==> src/rtl/dac_ctrl_regs.svh <==
`ifndef DAC_CTRL_REGS_SVH
`define DAC_CTRL_REGS_SVH
// ----------------------------------------------------------------------
// instruction word layout
// ----------------------------------------------------------------------
`define WORD_W        24
`define NCH           16
`define F_CMD_LSB     20
`define F_CH_LSB      16
// ----------------------------------------------------------------------
// command codes
// ----------------------------------------------------------------------
`define CMD_WR_N      4'h0
`define CMD_WR_ALL    4'h8
`define CMD_RNG_N     4'h6
`define CMD_RNG_ALL   4'hE
`define CMD_UPD_N     4'h1
`define CMD_UPD_ALL   4'h9
`define CMD_WRN_UPDN  4'h3
`define CMD_WRN_UPDA  4'h2
`define CMD_WRA_UPDA  4'hA
`define CMD_PD_N      4'h4
`define CMD_PD_CHIP   4'h5
`define CMD_MUX       4'hB
`define CMD_TSEL      4'hC
`define CMD_GTOG      4'hD
`define CMD_CONFIG    4'h7
`define CMD_NOP       4'hF
// ----------------------------------------------------------------------
// range codes, reset codes, straps
// ----------------------------------------------------------------------
`define RANGE_0_5     3'h0
`define RANGE_0_10    3'h1
`define RANGE_PM5     3'h2
`define RANGE_PM10    3'h3
`define RANGE_PM2P5   3'h4
`define CODE_ZERO     16'h0000
`define CODE_MID      16'h8000
`define STRAP_SOFT    3'h7
// ----------------------------------------------------------------------
// pin sampling: sclk,sdi,strobe,update,toggle,clear,strap[2:0]
// ----------------------------------------------------------------------
`define PIN_W         9
`define PIN_IDLE      9'h02C
`define INIT_CYC      2'h3
// ----------------------------------------------------------------------
// host command port and link timing
// ----------------------------------------------------------------------
`define H_WORD        4'h0
`define H_CTRL        4'h1
`define H_PINS        4'h2
`define H_STAT        4'h3
`define SYS_CLK_NS    50
`define SCLK_HALF_NS  200
`define SCLK_HALF_CYC ((`SCLK_HALF_NS + `SYS_CLK_NS - 1) / `SYS_CLK_NS)
`define LU_PULSE_NS   400
`define LU_PULSE_CYC  ((`LU_PULSE_NS + `SYS_CLK_NS - 1) / `SYS_CLK_NS)
`endif

==> src/rtl/dac_ctrl_pkg.sv <==
`include "dac_ctrl_regs.svh"
package dac_ctrl_pkg;
    typedef logic [15:0] code_t;
    typedef logic [2:0]  range_t;
    typedef logic [3:0]  cmd_t;
    typedef logic [3:0]  chan_t;
    typedef enum logic [2:0] {H_IDLE, H_LOW, H_HIGH, H_END, H_GAP} hstate_t;

    // strap decode: range held in fixed mode and after clear
    function automatic range_t strap_range(input logic [2:0] s);
        unique case (s)
            3'h0: strap_range = `RANGE_PM10;
            3'h1: strap_range = `RANGE_PM5;
            3'h2: strap_range = `RANGE_PM2P5;
            3'h3, 3'h4: strap_range = `RANGE_0_10;
            default: strap_range = `RANGE_0_5;
        endcase
    endfunction

    // strap decode: reset code, mid or zero scale
    function automatic code_t strap_code(input logic [2:0] s);
        unique case (s)
            3'h3, 3'h5, 3'h7: strap_code = `CODE_ZERO;
            default: strap_code = `CODE_MID;
        endcase
    endfunction
endpackage

==> src/rtl/dac_link_if.sv <==
`timescale 1ns/10ps
// ----------------------------------------------------------------------
// serial link and control pins between host and converter
// ----------------------------------------------------------------------
interface dac_link_if;
    logic sclk;        // serial clock, made by host
    logic sdi;         // serial data, host to converter
    logic selLoadN;    // select/load strobe, low during a word
    logic loadUpdateN; // low pulse updates all channels
    logic togglePin;   // external toggle level
    logic clearN;      // clear, low active level
    modport ctrl (output sclk, sdi, selLoadN, loadUpdateN, togglePin,
                  clearN);
    modport dac (input sclk, sdi, selLoadN, loadUpdateN, togglePin,
                 clearN);
endinterface

==> src/rtl/pin_sync.sv <==
`timescale 1ns/10ps
`include "dac_ctrl_regs.svh"
// ----------------------------------------------------------------------
// two-stage synchroniser with edge detection on the second stage
// ----------------------------------------------------------------------
module pin_sync (
    input  wire logic              sys_clk, // system clock
    input  wire logic              rst,     // async reset, high
    input  wire logic [`PIN_W-1:0] pins,    // raw pins
    output logic      [`PIN_W-1:0] lvl,     // synchronised level
    output logic      [`PIN_W-1:0] rise,    // one-cycle rising edge
    output logic      [`PIN_W-1:0] fall     // one-cycle falling edge
);
    logic [`PIN_W-1:0] s1_r;
    logic [`PIN_W-1:0] s2_r;
    logic [`PIN_W-1:0] s3_r;

    // first stage feeds only the second
    always_ff @(posedge sys_clk or posedge rst) begin
        if (rst) begin
            s1_r <= `PIN_IDLE;
            s2_r <= `PIN_IDLE;
            s3_r <= `PIN_IDLE;
        end else begin
            s1_r <= pins;
            s2_r <= s1_r;
            s3_r <= s2_r;
        end
    end

    // edges between settled samples
    assign lvl  = s2_r;
    assign rise = s2_r & ~s3_r;
    assign fall = ~s2_r & s3_r;
endmodule // pin_sync

==> src/rtl/dac_core.sv <==
// Implementation choices: the placing of the registers and the strobed register port.
`timescale 1ns/10ps
`include "dac_ctrl_regs.svh"
//
// Contract
// - capture data on sclk rise while strobe low
// - order is command, channel, then data
// - code MSB first; 12-bit adds four pad bits
// - strobe rise ends word and executes it
// - 32-bit word: eight ignored leading bits
// - host uses 32-bit words for echo/chains
// - code is unsigned straight binary always
// - double-buffered code and range per channel
// - input A default, B only for toggle
// - update copies input and powers channel up
// - update reloads code and range together
// - update by command, update pin, toggle
// - range codes 0..4 decode five output ranges
// - 0110/1110 write range input, one or all
// - straps all high: programmable, zero 0-5V
// - straps select fixed range and reset code
// - monitor disabled from power-up until enabled
// - monitor field: zero off, top bit routes
// - command field decodes the full command set
// - toggle select steers code writes to B
// - clear low restores strap state, zeros control
//
module dac_core
    import dac_ctrl_pkg::*;
(
    input  wire logic       sys_clk,             // system clock
    input  wire logic       rst,                 // async reset, high
    dac_link_if.dac         link,                // serial link pins
    input  wire logic [2:0] rangeStrapPins,      // range straps
    output code_t           dacCode [`NCH],      // output code
    output range_t          dacRange [`NCH],     // output range
    output logic [`NCH-1:0] powerDown,           // channel powered down
    output logic            chipDown,            // chip powered down
    output logic            monitorEn,           // monitor driven
    output chan_t           monitorChan,         // monitored channel
    output logic [3:0]      cfgBits,             // configuration field
    output logic            softMode             // programmable range
);
    // ------------------------------------------------------------------
    // pin sampling
    // ------------------------------------------------------------------
    logic [`PIN_W-1:0] pinLvl;
    logic [`PIN_W-1:0] pinRise;
    logic [`PIN_W-1:0] pinFall;

    pin_sync u_sync (
        .sys_clk (sys_clk),
        .rst     (rst),
        .pins    ({rangeStrapPins, link.clearN, link.togglePin,
                   link.loadUpdateN, link.selLoadN, link.sdi,
                   link.sclk}),
        .lvl     (pinLvl),
        .rise    (pinRise),
        .fall    (pinFall)
    );

    logic [2:0] strap;
    logic       sclkRise;
    logic       strobeLow;
    logic       exec;
    logic       luFall;
    logic       toggleLvl;
    assign strap     = pinLvl[8:6];
    assign sclkRise  = pinRise[0];
    assign strobeLow = ~pinLvl[2];
    assign exec      = pinRise[2];
    assign luFall    = pinFall[3];
    assign toggleLvl = pinLvl[4];

    // ------------------------------------------------------------------
    // shift register and field split
    // ------------------------------------------------------------------
    logic [`WORD_W-1:0] shift_r;
    logic [1:0]         initCnt_r;
    logic               clr;
    cmd_t               cmd;
    chan_t              chSel;
    code_t              data;
    // leading bits of a long word fall off the top
    assign cmd   = shift_r[`WORD_W-1:`F_CMD_LSB];
    assign chSel = shift_r[`F_CMD_LSB-1:`F_CH_LSB];
    assign data  = shift_r[`F_CH_LSB-1:0];
    assign clr   = (initCnt_r != `INIT_CYC) | ~pinLvl[5];

    // shift only while the strobe is low
    always_ff @(posedge sys_clk or posedge rst) begin
        if (rst) begin
            shift_r <= '0;
        end else if (sclkRise && strobeLow) begin
            shift_r <= {shift_r[`WORD_W-2:0], pinLvl[1]};
        end
    end

    // hold the clear until the straps have been sampled
    always_ff @(posedge sys_clk or posedge rst) begin
        if (rst) begin
            initCnt_r <= '0;
        end else if (initCnt_r != `INIT_CYC) begin
            initCnt_r <= initCnt_r + 2'h1;
        end
    end

    // ------------------------------------------------------------------
    // command decode
    // ------------------------------------------------------------------
    logic wrCodeAll;
    logic wrCodeN;
    logic wrRngAll;
    logic wrRngN;
    logic updAll;
    logic updN;
    logic pdChip;
    logic pdN;
    assign wrCodeAll = (cmd == `CMD_WR_ALL) | (cmd == `CMD_WRA_UPDA);
    assign wrCodeN   = (cmd == `CMD_WR_N) | (cmd == `CMD_WRN_UPDN) |
                       (cmd == `CMD_WRN_UPDA);
    assign wrRngAll  = (cmd == `CMD_RNG_ALL);
    assign wrRngN    = (cmd == `CMD_RNG_N);
    assign updAll    = (cmd == `CMD_UPD_ALL) | (cmd == `CMD_WRN_UPDA) |
                       (cmd == `CMD_WRA_UPDA);
    assign updN      = (cmd == `CMD_UPD_N) | (cmd == `CMD_WRN_UPDN);
    assign pdChip    = (cmd == `CMD_PD_CHIP);
    assign pdN       = (cmd == `CMD_PD_N);
    assign softMode  = (strap == `STRAP_SOFT);

    // ------------------------------------------------------------------
    // control registers
    // ------------------------------------------------------------------
    logic [`NCH-1:0] toggleSel_r;
    logic            tgb_r;
    logic            tglLvl_r;
    logic [4:0]      muxSel_r;
    logic [3:0]      cfg_r;
    logic            chipDown_r;
    logic            tglNow;
    logic            tglEvt;
    logic            anyUpd;
    // toggle follows the combined level of global bit and pin
    assign tglNow = tgb_r & toggleLvl;
    assign tglEvt = (tglNow != tglLvl_r) & ~clr;
    assign anyUpd = exec & (updAll | updN);

    always_ff @(posedge sys_clk or posedge rst) begin
        if (rst) begin
            toggleSel_r <= '0;
            tgb_r       <= 1'b0;
            tglLvl_r    <= 1'b0;
            muxSel_r    <= '0;
            cfg_r       <= '0;
            chipDown_r  <= 1'b0;
        end else if (clr) begin
            toggleSel_r <= '0;
            tgb_r       <= 1'b0;
            tglLvl_r    <= 1'b0;
            muxSel_r    <= '0;
            cfg_r       <= '0;
            chipDown_r  <= 1'b0;
        end else begin
            tglLvl_r <= tglNow;
            if (exec && cmd == `CMD_TSEL) toggleSel_r <= data;
            if (exec && cmd == `CMD_GTOG) tgb_r <= data[0];
            if (exec && cmd == `CMD_MUX) muxSel_r <= data[4:0];
            if (exec && cmd == `CMD_CONFIG) cfg_r <= data[3:0];
            if (exec && pdChip) chipDown_r <= 1'b1;
            else if (anyUpd || luFall) chipDown_r <= 1'b0;
        end
    end

    // monitor routes only with the enable bit set
    assign monitorEn   = muxSel_r[4];
    assign monitorChan = muxSel_r[3:0];
    assign cfgBits     = cfg_r;
    assign chipDown    = chipDown_r;

    // ------------------------------------------------------------------
    // per-channel double buffers
    // ------------------------------------------------------------------
    code_t           codeA_r [`NCH];
    code_t           codeB_r [`NCH];
    range_t          rngIn_r [`NCH];
    code_t           dac_r [`NCH];
    range_t          dacRng_r [`NCH];
    logic [`NCH-1:0] pd_r;
    code_t           aNxt [`NCH];
    code_t           bNxt [`NCH];
    range_t          rNxt [`NCH];
    code_t           dacNxt [`NCH];
    range_t          dacRngNxt [`NCH];
    logic [`NCH-1:0] pdNxt;
    code_t           rstCode;
    range_t          rstRange;
    assign rstCode  = strap_code(strap);
    assign rstRange = strap_range(strap);

    for (genvar i = 0; i < `NCH; i++) begin : g_ch
        logic hit;
        logic wrC;
        logic wrR;
        logic upd;
        logic useB;
        assign hit  = (chSel == chan_t'(i));
        assign wrC  = exec & (wrCodeAll | (wrCodeN & hit));
        assign wrR  = exec & softMode & (wrRngAll | (wrRngN & hit));
        assign upd  = (exec & (updAll | (updN & hit))) | luFall |
                      (tglEvt & toggleSel_r[i]);
        assign useB = toggleSel_r[i] & tglNow;
        // writes land in input stages only
        assign aNxt[i] = clr ? rstCode :
                         (wrC & ~toggleSel_r[i]) ? data : codeA_r[i];
        assign bNxt[i] = clr ? rstCode :
                         (wrC & toggleSel_r[i]) ? data : codeB_r[i];
        assign rNxt[i] = clr ? rstRange : wrR ? range_t'(data[2:0]) :
                         rngIn_r[i];
        // update moves code and range as one
        assign dacNxt[i] = clr ? rstCode : upd ? (useB ? bNxt[i] : aNxt[i])
                         : dac_r[i];
        assign dacRngNxt[i] = clr ? rstRange : upd ? rNxt[i]
                            : dacRng_r[i];
        // a power-down command in the cycle of an update still wins
        assign pdNxt[i] = ~clr & ((pd_r[i] & ~upd) |
                          (exec & (pdChip | (pdN & hit))));
    end

    always_ff @(posedge sys_clk or posedge rst) begin
        if (rst) begin
            for (int i = 0; i < `NCH; i++) begin
                codeA_r[i]  <= `CODE_ZERO;
                codeB_r[i]  <= `CODE_ZERO;
                rngIn_r[i]  <= `RANGE_0_5;
                dac_r[i]    <= `CODE_ZERO;
                dacRng_r[i] <= `RANGE_0_5;
            end
            pd_r <= '0;
        end else begin
            for (int i = 0; i < `NCH; i++) begin
                codeA_r[i]  <= aNxt[i];
                codeB_r[i]  <= bNxt[i];
                rngIn_r[i]  <= rNxt[i];
                dac_r[i]    <= dacNxt[i];
                dacRng_r[i] <= dacRngNxt[i];
            end
            pd_r <= pdNxt;
        end
    end

    assign dacCode   = dac_r;
    assign dacRange  = dacRng_r;
    assign powerDown = pd_r;
endmodule // dac_core

==> src/flat_wrapper.sv <==
// flat-port wrapper written by rule: the top's interface ports become plain ports
module dac_core_flat import dac_ctrl_pkg::*;
  (sys_clk, rst, rangeStrapPins, dacCode, dacRange, powerDown, chipDown, monitorEn, monitorChan, cfgBits, softMode, link_sclk, link_sdi, link_selLoadN, link_loadUpdateN, link_togglePin, link_clearN);
  dac_link_if link_i ();
  input  wire logic sys_clk;
  input  wire logic rst;
  input  wire logic [2:0] rangeStrapPins;
  output code_t dacCode[`NCH];
  output range_t dacRange[`NCH];
  output logic [`NCH-1:0] powerDown;
  output logic chipDown;
  output logic monitorEn;
  output chan_t monitorChan;
  output logic [3:0] cfgBits;
  output logic softMode;
  input wire logic [$bits(link_i.sclk)-1:0] link_sclk;
  input wire logic [$bits(link_i.sdi)-1:0] link_sdi;
  input wire logic [$bits(link_i.selLoadN)-1:0] link_selLoadN;
  input wire logic [$bits(link_i.loadUpdateN)-1:0] link_loadUpdateN;
  input wire logic [$bits(link_i.togglePin)-1:0] link_togglePin;
  input wire logic [$bits(link_i.clearN)-1:0] link_clearN;
  assign link_i.sclk = link_sclk;
  assign link_i.sdi = link_sdi;
  assign link_i.selLoadN = link_selLoadN;
  assign link_i.loadUpdateN = link_loadUpdateN;
  assign link_i.togglePin = link_togglePin;
  assign link_i.clearN = link_clearN;
  dac_core u_core (.sys_clk(sys_clk), .rst(rst), .link(link_i), .rangeStrapPins(rangeStrapPins), .dacCode(dacCode), .dacRange(dacRange), .powerDown(powerDown), .chipDown(chipDown), .monitorEn(monitorEn), .monitorChan(monitorChan), .cfgBits(cfgBits), .softMode(softMode));
endmodule
==> config.mk <==
export PLATFORM = sky130hd
export DESIGN_NAME = dac_core_flat
export DESIGN_NICKNAME = d
export VERILOG_FILES = /design/src/rtl/dac_ctrl_pkg.sv /design/src/rtl/dac_link_if.sv /design/src/rtl/pin_sync.sv /design/src/rtl/dac_core.sv /design/src/flat_wrapper.sv
export VERILOG_INCLUDE_DIRS = /design/src /design/src/rtl
export SDC_FILE = /design/constraint.sdc
export NUM_CORES = 2
export LEC_CHECK = 0
export ABC_AREA = 1
export BUFFER_PORTS_ARGS = -buffer_cell sky130_fd_sc_hd__buf_2
export CAP_MARGIN = 10
export CORE_MARGIN = 3
export CORE_UTILIZATION = 30
export CTS_CLUSTER_DIAMETER = 120
export DETAILED_ROUTE_END_ITERATION = 10
export GPL_TIMING_DRIVEN = 0
export PLACE_DENSITY = 0.5
export SETUP_SLACK_MARGIN = 0.3
export SYNTH_ARGS = -nofsm -noshare
export SYNTH_HDL_FRONTEND = slang
export SYNTH_SLANG_ARGS = --single-unit
==> constraint.sdc <==
create_clock -name sys_clk -period 83.5 [get_ports sys_clk]
set_input_delay 12.525 -clock sys_clk [delete_from_list [all_inputs] [get_ports sys_clk]]
set_output_delay 12.525 -clock sys_clk [all_outputs]
set_load 0.02 [all_outputs]
Word level (Yosys, flattened, before mapping)
Cells that the tools add are included.
{ "word_totals": {"in_bits": 11, "n_memories": 0, "romBits": 0, "output_inout_bits": 331, "latchBits": 0, "mem_bits_rw": 0, "ff_bits": 956, "wordCells": 740} }
{ "op_classes": {"muxes": 190, "n_mul": 0, "n_shift": 0, "reduce_logical": 33, "n_lt_le_gt_ge": 0, "eq_ne": 37, "div_mod_pow": 0, "n_bitwise": 387, "n_addsub": 1} }
{ "op_table": {"columns": ["operator", "count"], "rows": [
  ["2-to-1 mux 16 bit", 115],
  ["bitwise AND 1 bit", 228],
  ["2-to-1 mux 3 bit", 64],
  ["bitwise OR 1 bit", 120],
  ["equality test 4 bit, second input constant", 15],
  ["nonzero test 2 bit", 20],
  ["inverter 1 bit", 35],
  ["equality test 4 x 3 -> 1 bit, second input constant", 8],
  ["equality test 4 x 2 -> 1 bit, second input constant", 4],
  ["one-hot mux 3 bit (4 select lines)", 1],
  ["2-to-1 mux 5 bit", 2],
  ["equality test 3 bit, second input constant", 3],
  ["equality test 4 x 1 -> 1 bit, second input constant", 2],
  ["logical NOT 4 bit", 2],
  ["2-to-1 mux 4 bit", 2],
  ["equality test 3 x 2 -> 1 bit, second input constant", 2],
  ["logical AND 1 bit", 6],
  ["2-to-1 mux 1 bit", 6],
  ["bitwise AND 4 bit", 1],
  ["inverter 4 bit", 1],
  ["bitwise AND 3 bit", 1],
  ["equality test 3 x 1 -> 1 bit, second input constant", 1],
  ["logical NOT 3 bit", 1],
  ["inverter 3 bit", 1],
  ["7 further kinds", 7]
]} }

Logic depth before layout (Yosys ltp)
{ "depth": {"ltp_word": 12, "depth_mapped": 15, "ltp_nobuf": 14} }

Cells and area by module
Synthesis repeated with hierarchy kept, for this count alone.
{ "hier_totals": {"hier_cells": 5933, "area_unflattened_um2": 45237.1} }
{ "modules_own_cells": {"columns": ["module", "n_inst", "seq_area_each_um2", "cells_per_inst", "area_per_inst_um2"], "rows": [
  ["dac_core", 1, 23372.4, 5869, 44411.3],
  ["pin_sync", 1, 686.9, 64, 825.8]
]} }

Least setup slack after synthesis
OpenSTA, ideal clock, no wires.
{ "synth_path": {"path_type": "reg2out", "from": "reg u_core.u_sync.s2_r[6] (netlist: u_core.u_sync.lvl[6])", "to": "out softMode", "slack_ns": 70.374, "t_required_ns": 70.975, "path_stages_with_launch": 3, "arrival_ns": 0.601, "n_path_buf": 0, "path_cell_list": "dfrtp_1 > nand3_1 > inv_1"} }
{ "synth_via": {"elab_chain_len": 1} }
{ "synth_rtl": {"columns": ["element", "line_no", "text"], "rows": [
  ["start: declaration", "pin_sync.sv:15", "logic [`PIN_W-1:0] s2_r;"],
  ["start signal: assignment", "pin_sync.sv:22", "s2_r <= `PIN_IDLE;"],
  ["start signal: assignment", "pin_sync.sv:26", "s2_r <= s1_r;"],
  ["equality test 3 bit (no line)", null, null],
  ["end: declaration", "flat_wrapper.sv:15", "output logic softMode;"]
]} }
Every way passes these cells.

Worst setup path in the final report
{ "layout_path": {"from": "reg u_core.u_sync.s2_r[8] (netlist: u_core.u_sync.lvl[8])", "to": "out softMode"} }
The elaborated chain is that of the path after synthesis.

==> run summary <==
Summed over all cells, the static leakage comes to 33.1 nW. The terminus of the critical flop-to-flop path was u_core.dacCode[247]. In this run, the number of DRC markers left after iteration 0 of detailed routing was 3489.

Routability-driven placement finished with a final weighted congestion of 0.908. Data on the critical path is required at its endpoint by 70.97 ns. The mean post-synth cell area came out at 7.67 sq um. The distinct cell type count after synthesis came out at 40. The tools report the number of antenna violations at the first check in global routing as 2.

For this run, the top clock speed supported by timing is 0.0707 GHz. The number of antenna-violating nets in the routed design was 0. The number of gates resized after CTS was 0. In the routed design, unresolved DRC markers number 0. In the final routed layout, each cell accounts on average for 20.0 um. The height of the die was 393 um.

0 antenna diodes ended up in the layout. Cell area after technology mapping: 45000 sq um. Synthesis produced a netlist whose cell count is 5867.

The headroom to the max-slew limit is 8.22%. Before antenna repair, the detailed router went through 6 iterations. In this run the worst hold path is classified as reg2reg. The count of buffers added on input and output ports is 341. The run gives 0 as the number of post-CTS setup repair buffers.

Largest area contributor in the netlist: sky130_fd_sc_hd__dfrtp_1. The tools report the first-pass GRT wire length as 250000 um. The total negative slack is 0 ns. The startpoint identified for the worst register-to-register timing path is u_core.initCnt_r[0]. The slew at the pin closest to its max-slew limit came out at 1.38 ns. At the worst endpoint, the arrival time is 1.62 ns. After floorplanning, the core was divided into 141 placement rows. CTS saw 955 sinks. The path with the worst hold slack has its endpoint at u_core.u_sync.lvl[0]. The post-synthesis to final-layout area growth is 18.6%, and the count of state elements after synthesis is 955.

The overall die area was 155000 sq um. In the post-synthesis netlist, the biggest area contributors are sky130_fd_sc_hd__dfrtp_1 (53%), sky130_fd_sc_hd__nand2_1 (19%), sky130_fd_sc_hd__inv_1 (8.8%), sky130_fd_sc_hd__nand3_1 (8.6%), sky130_fd_sc_hd__clkbuf_1 (1.3%). The tools report the number of top-level pins as 342. The final critical delay including setup and external delays is 14.14 ns, and the final cycle utilization of the critical path is 16.9%. In the final layout, the share of cells above drive strength 1 is 13.3%. The flow ran to the end, and the final reports show no timing, DRC or antenna violations. STA classifies the critical path endpoint as a primary output. The floorplan die width was 393 um; the clock network latency to the later pin of the worst-skew pair was 0.75 ns.

The tools report the total grt overflow as 0. The region available for standard cell placement spans 148000 sq um. The run gives 1.08 mW as the final total power. For the count of filler cells inserted in the layout, the log shows 15800. The worst setup path is of the reg2out kind. The tools report the startpoint of the most critical hold path as u_core.u_sync.s1_r[0]. Setup repair after global routing left no endpoint under its margin. The peak fanout along the critical path was 4.

The run gives 0 as the hold buffer count at cts. The setup check on the worst reg-to-reg path leaves a slack of 80.34 ns. The logs give 115 for the pin count of the biggest net entering global routing and 0 for the setup violation total in the final timing report. The Yosys warning count is 0. In this run the deepest clock path goes through 3 buffers. STA classifies the critical path startpoint as a flop. The combined area of the multi-input logic cells was 15500 sq um; the final-report hold violation count was 0. Max-cap violations in this run came to 0.

The per-cell via count in the routed design works out to 4.65. For this block, the routed nets add up to 169000 um of wire. The area share of the largest cell type after synthesis came out at 52.6%.

In this run the power density over the cells is 20.3 nW/um^2. The worst-case reg-to-reg path depth was 9. Buffer cell driving the clock tree root: sky130_fd_sc_hd__clkbuf_16. The clock arrives with 0.0332 ns of skew. Worst ir drop on vdd: 0.0000147 V. TritonCTS built the clock tree. Global routing used 21.4% of the available tracks across all layers. For the area taken by flip-flops and latches, the log shows 23900 sq um. The number of max-slew violations in the final report was 0. Along the worst hold path, the cell count comes to 0.

The effective utilization at floorplan was 30.3%. Clock-pin slew was measured on the worst setup and hold paths at 0.06 ns. The register area share after synthesis is 53.1%. The number of vias in the routed layout is 39200.

The run gives 111 as the number of buffers created by CTS. The logs give 6353 for the net count reported at finish and 5879 for the net count after synthesis. The tools report the maximum level of the CTS H-tree as 3.

The logs give 37500 for the via count of the first global-routing pass and 120000 um for the placed wire-length estimate.
-- state kept, by name, summed over array words and instances (netlist names), 16 cells and up --
signal	flops
u_core.dacRange	48
u_core.powerDown	16
u_core.shift_r	24
u_core.toggleSel_r	16
u_core.codeA_r	256
u_core.dacCode	256
u_core.rngIn_r	48
u_core.codeB_r	256
-- Yosys cell counts, drive strengths merged --
master and instances:
nand2 2313, inv 1107, dfrtp 947, nand3 820, clkbuf 152, buf 139, nor2 98, a21oi 51
o211ai 50, a31oi 47, o21ai 38, nand4 33, clkinv 17, o22ai 16, o31ai 12, mux2 9
dfstp 8, nor3 4, a21boi 1, and2 1, ha 1, nand3b 1, nor4 1, xnor2 1
-- cells in the final DEF, fill, tap and decap left out, types with 17 or more instances in the layout --
cell type and instances:
sky130_fd_sc_hd__a31oi_1 47, sky130_fd_sc_hd__inv_2 52, sky130_fd_sc_hd__nand3_1 775, sky130_fd_sc_hd__nand3_2 22, sky130_fd_sc_hd__nand2_1 2292, sky130_fd_sc_hd__nand4_1 32, sky130_fd_sc_hd__a21oi_1 23, sky130_fd_sc_hd__clkbuf_1 171
sky130_fd_sc_hd__clkbuf_8 32, sky130_fd_sc_hd__dfrtp_1 947, sky130_fd_sc_hd__clkbuf_16 113, sky130_fd_sc_hd__buf_4 23, sky130_fd_sc_hd__clkinv_2 17, sky130_fd_sc_hd__o21ai_0 32, sky130_fd_sc_hd__inv_1 1054, sky130_fd_sc_hd__nand3_4 23
sky130_fd_sc_hd__buf_2 443, sky130_fd_sc_hd__nor2_1 92, sky130_fd_sc_hd__o211ai_1 50, sky130_fd_sc_hd__a21oi_2 23
-- routing by layer --
| metal | GRT usage [%] | vias to the layer above | wire (um) |
|---|---|---|---|
| met1 | 29.3 | 19000 | 74200 |
| met5 | 0 | - | 0 |
| met3 | 4.99 | 253 | 13100 |
| met4 | 6.92 | 0 | 5740 |
| li1 | - | 18700 | - |
| met2 | 33.2 | 1281 | 75500 |
-- through the flow --
step / worst slack, ns / util [%] / instances / instance area (sq um) / hold slack [ns]
2_1_floorplan: 44.13 / - / 5867 / 45000 / 0.331
3_3_place_gp: 30.78 / 33.2 / 8210 / 49200 / 0.336
3_5_place_dp: 68.93 / 33.5 / 8229 / 49700 / 0.335
4_1_cts: 69.28 / 36.0 / 8436 / 53400 / 0.348
5_1_grt: 69.24 / 36.0 / 8437 / 53400 / 0.359
6_report: 69.36 / 36.0 / 8437 / 53400 / 0.347
-- area by class of cell --
| class | instances | share of cell area [%] |
|---|---|---|
| clock buffer | 177 | 6.34 |
| timing repair buffer | 361 | 3.99 |
| inverter | 1124 | 7.92 |
| multi-input combinational | 3497 | 29.1 |
| tap | 2002 | 4.69 |
| clock inverter | 30 | 0.640 |
| buffer | 291 | 2.56 |
| sequential | 955 | 44.8 |
-- cells by family after synthesis --
family,synth area share [%]
AO/OA/AOI/OAI,3.25
XOR/XNOR,0.0195
adder cells (fa/ha/maj),0.0278
buffers and inverters,12.4
flip-flops,53.1
multiplexers,0.225
AND/OR/NAND/NOR,31.0
-- worst max path at each step --
stage | start | to | depth (start not counted)
floorplan | rst | u_core.cfgBits[0] | 1
global placement | rst | u_core.dacCode[164] | 2
detailed placement | rst | u_core.dacCode[164] | 5
CTS | u_core.u_sync.lvl[8] | softMode | 3
global route | u_core.u_sync.lvl[6] | softMode | 3
finish | u_core.u_sync.lvl[8] | softMode | 3
-- power breakdown --
group,internal (mW),switching (mW),total (mW)
Combinational,0.0184,0.0861,0.104
Clock,0.293,0.208,0.501
Sequential,0.473,0.00619,0.479
-- critical path, cell delays in order (launching register included) --
cell and delay, ns:
sky130_fd_sc_hd__dfrtp_1 0.40, sky130_fd_sc_hd__nand3_1 0.08, sky130_fd_sc_hd__inv_1 0.19, sky130_fd_sc_hd__buf_2 0.21
Note: power is estimated with default switching activity, not from simulation.
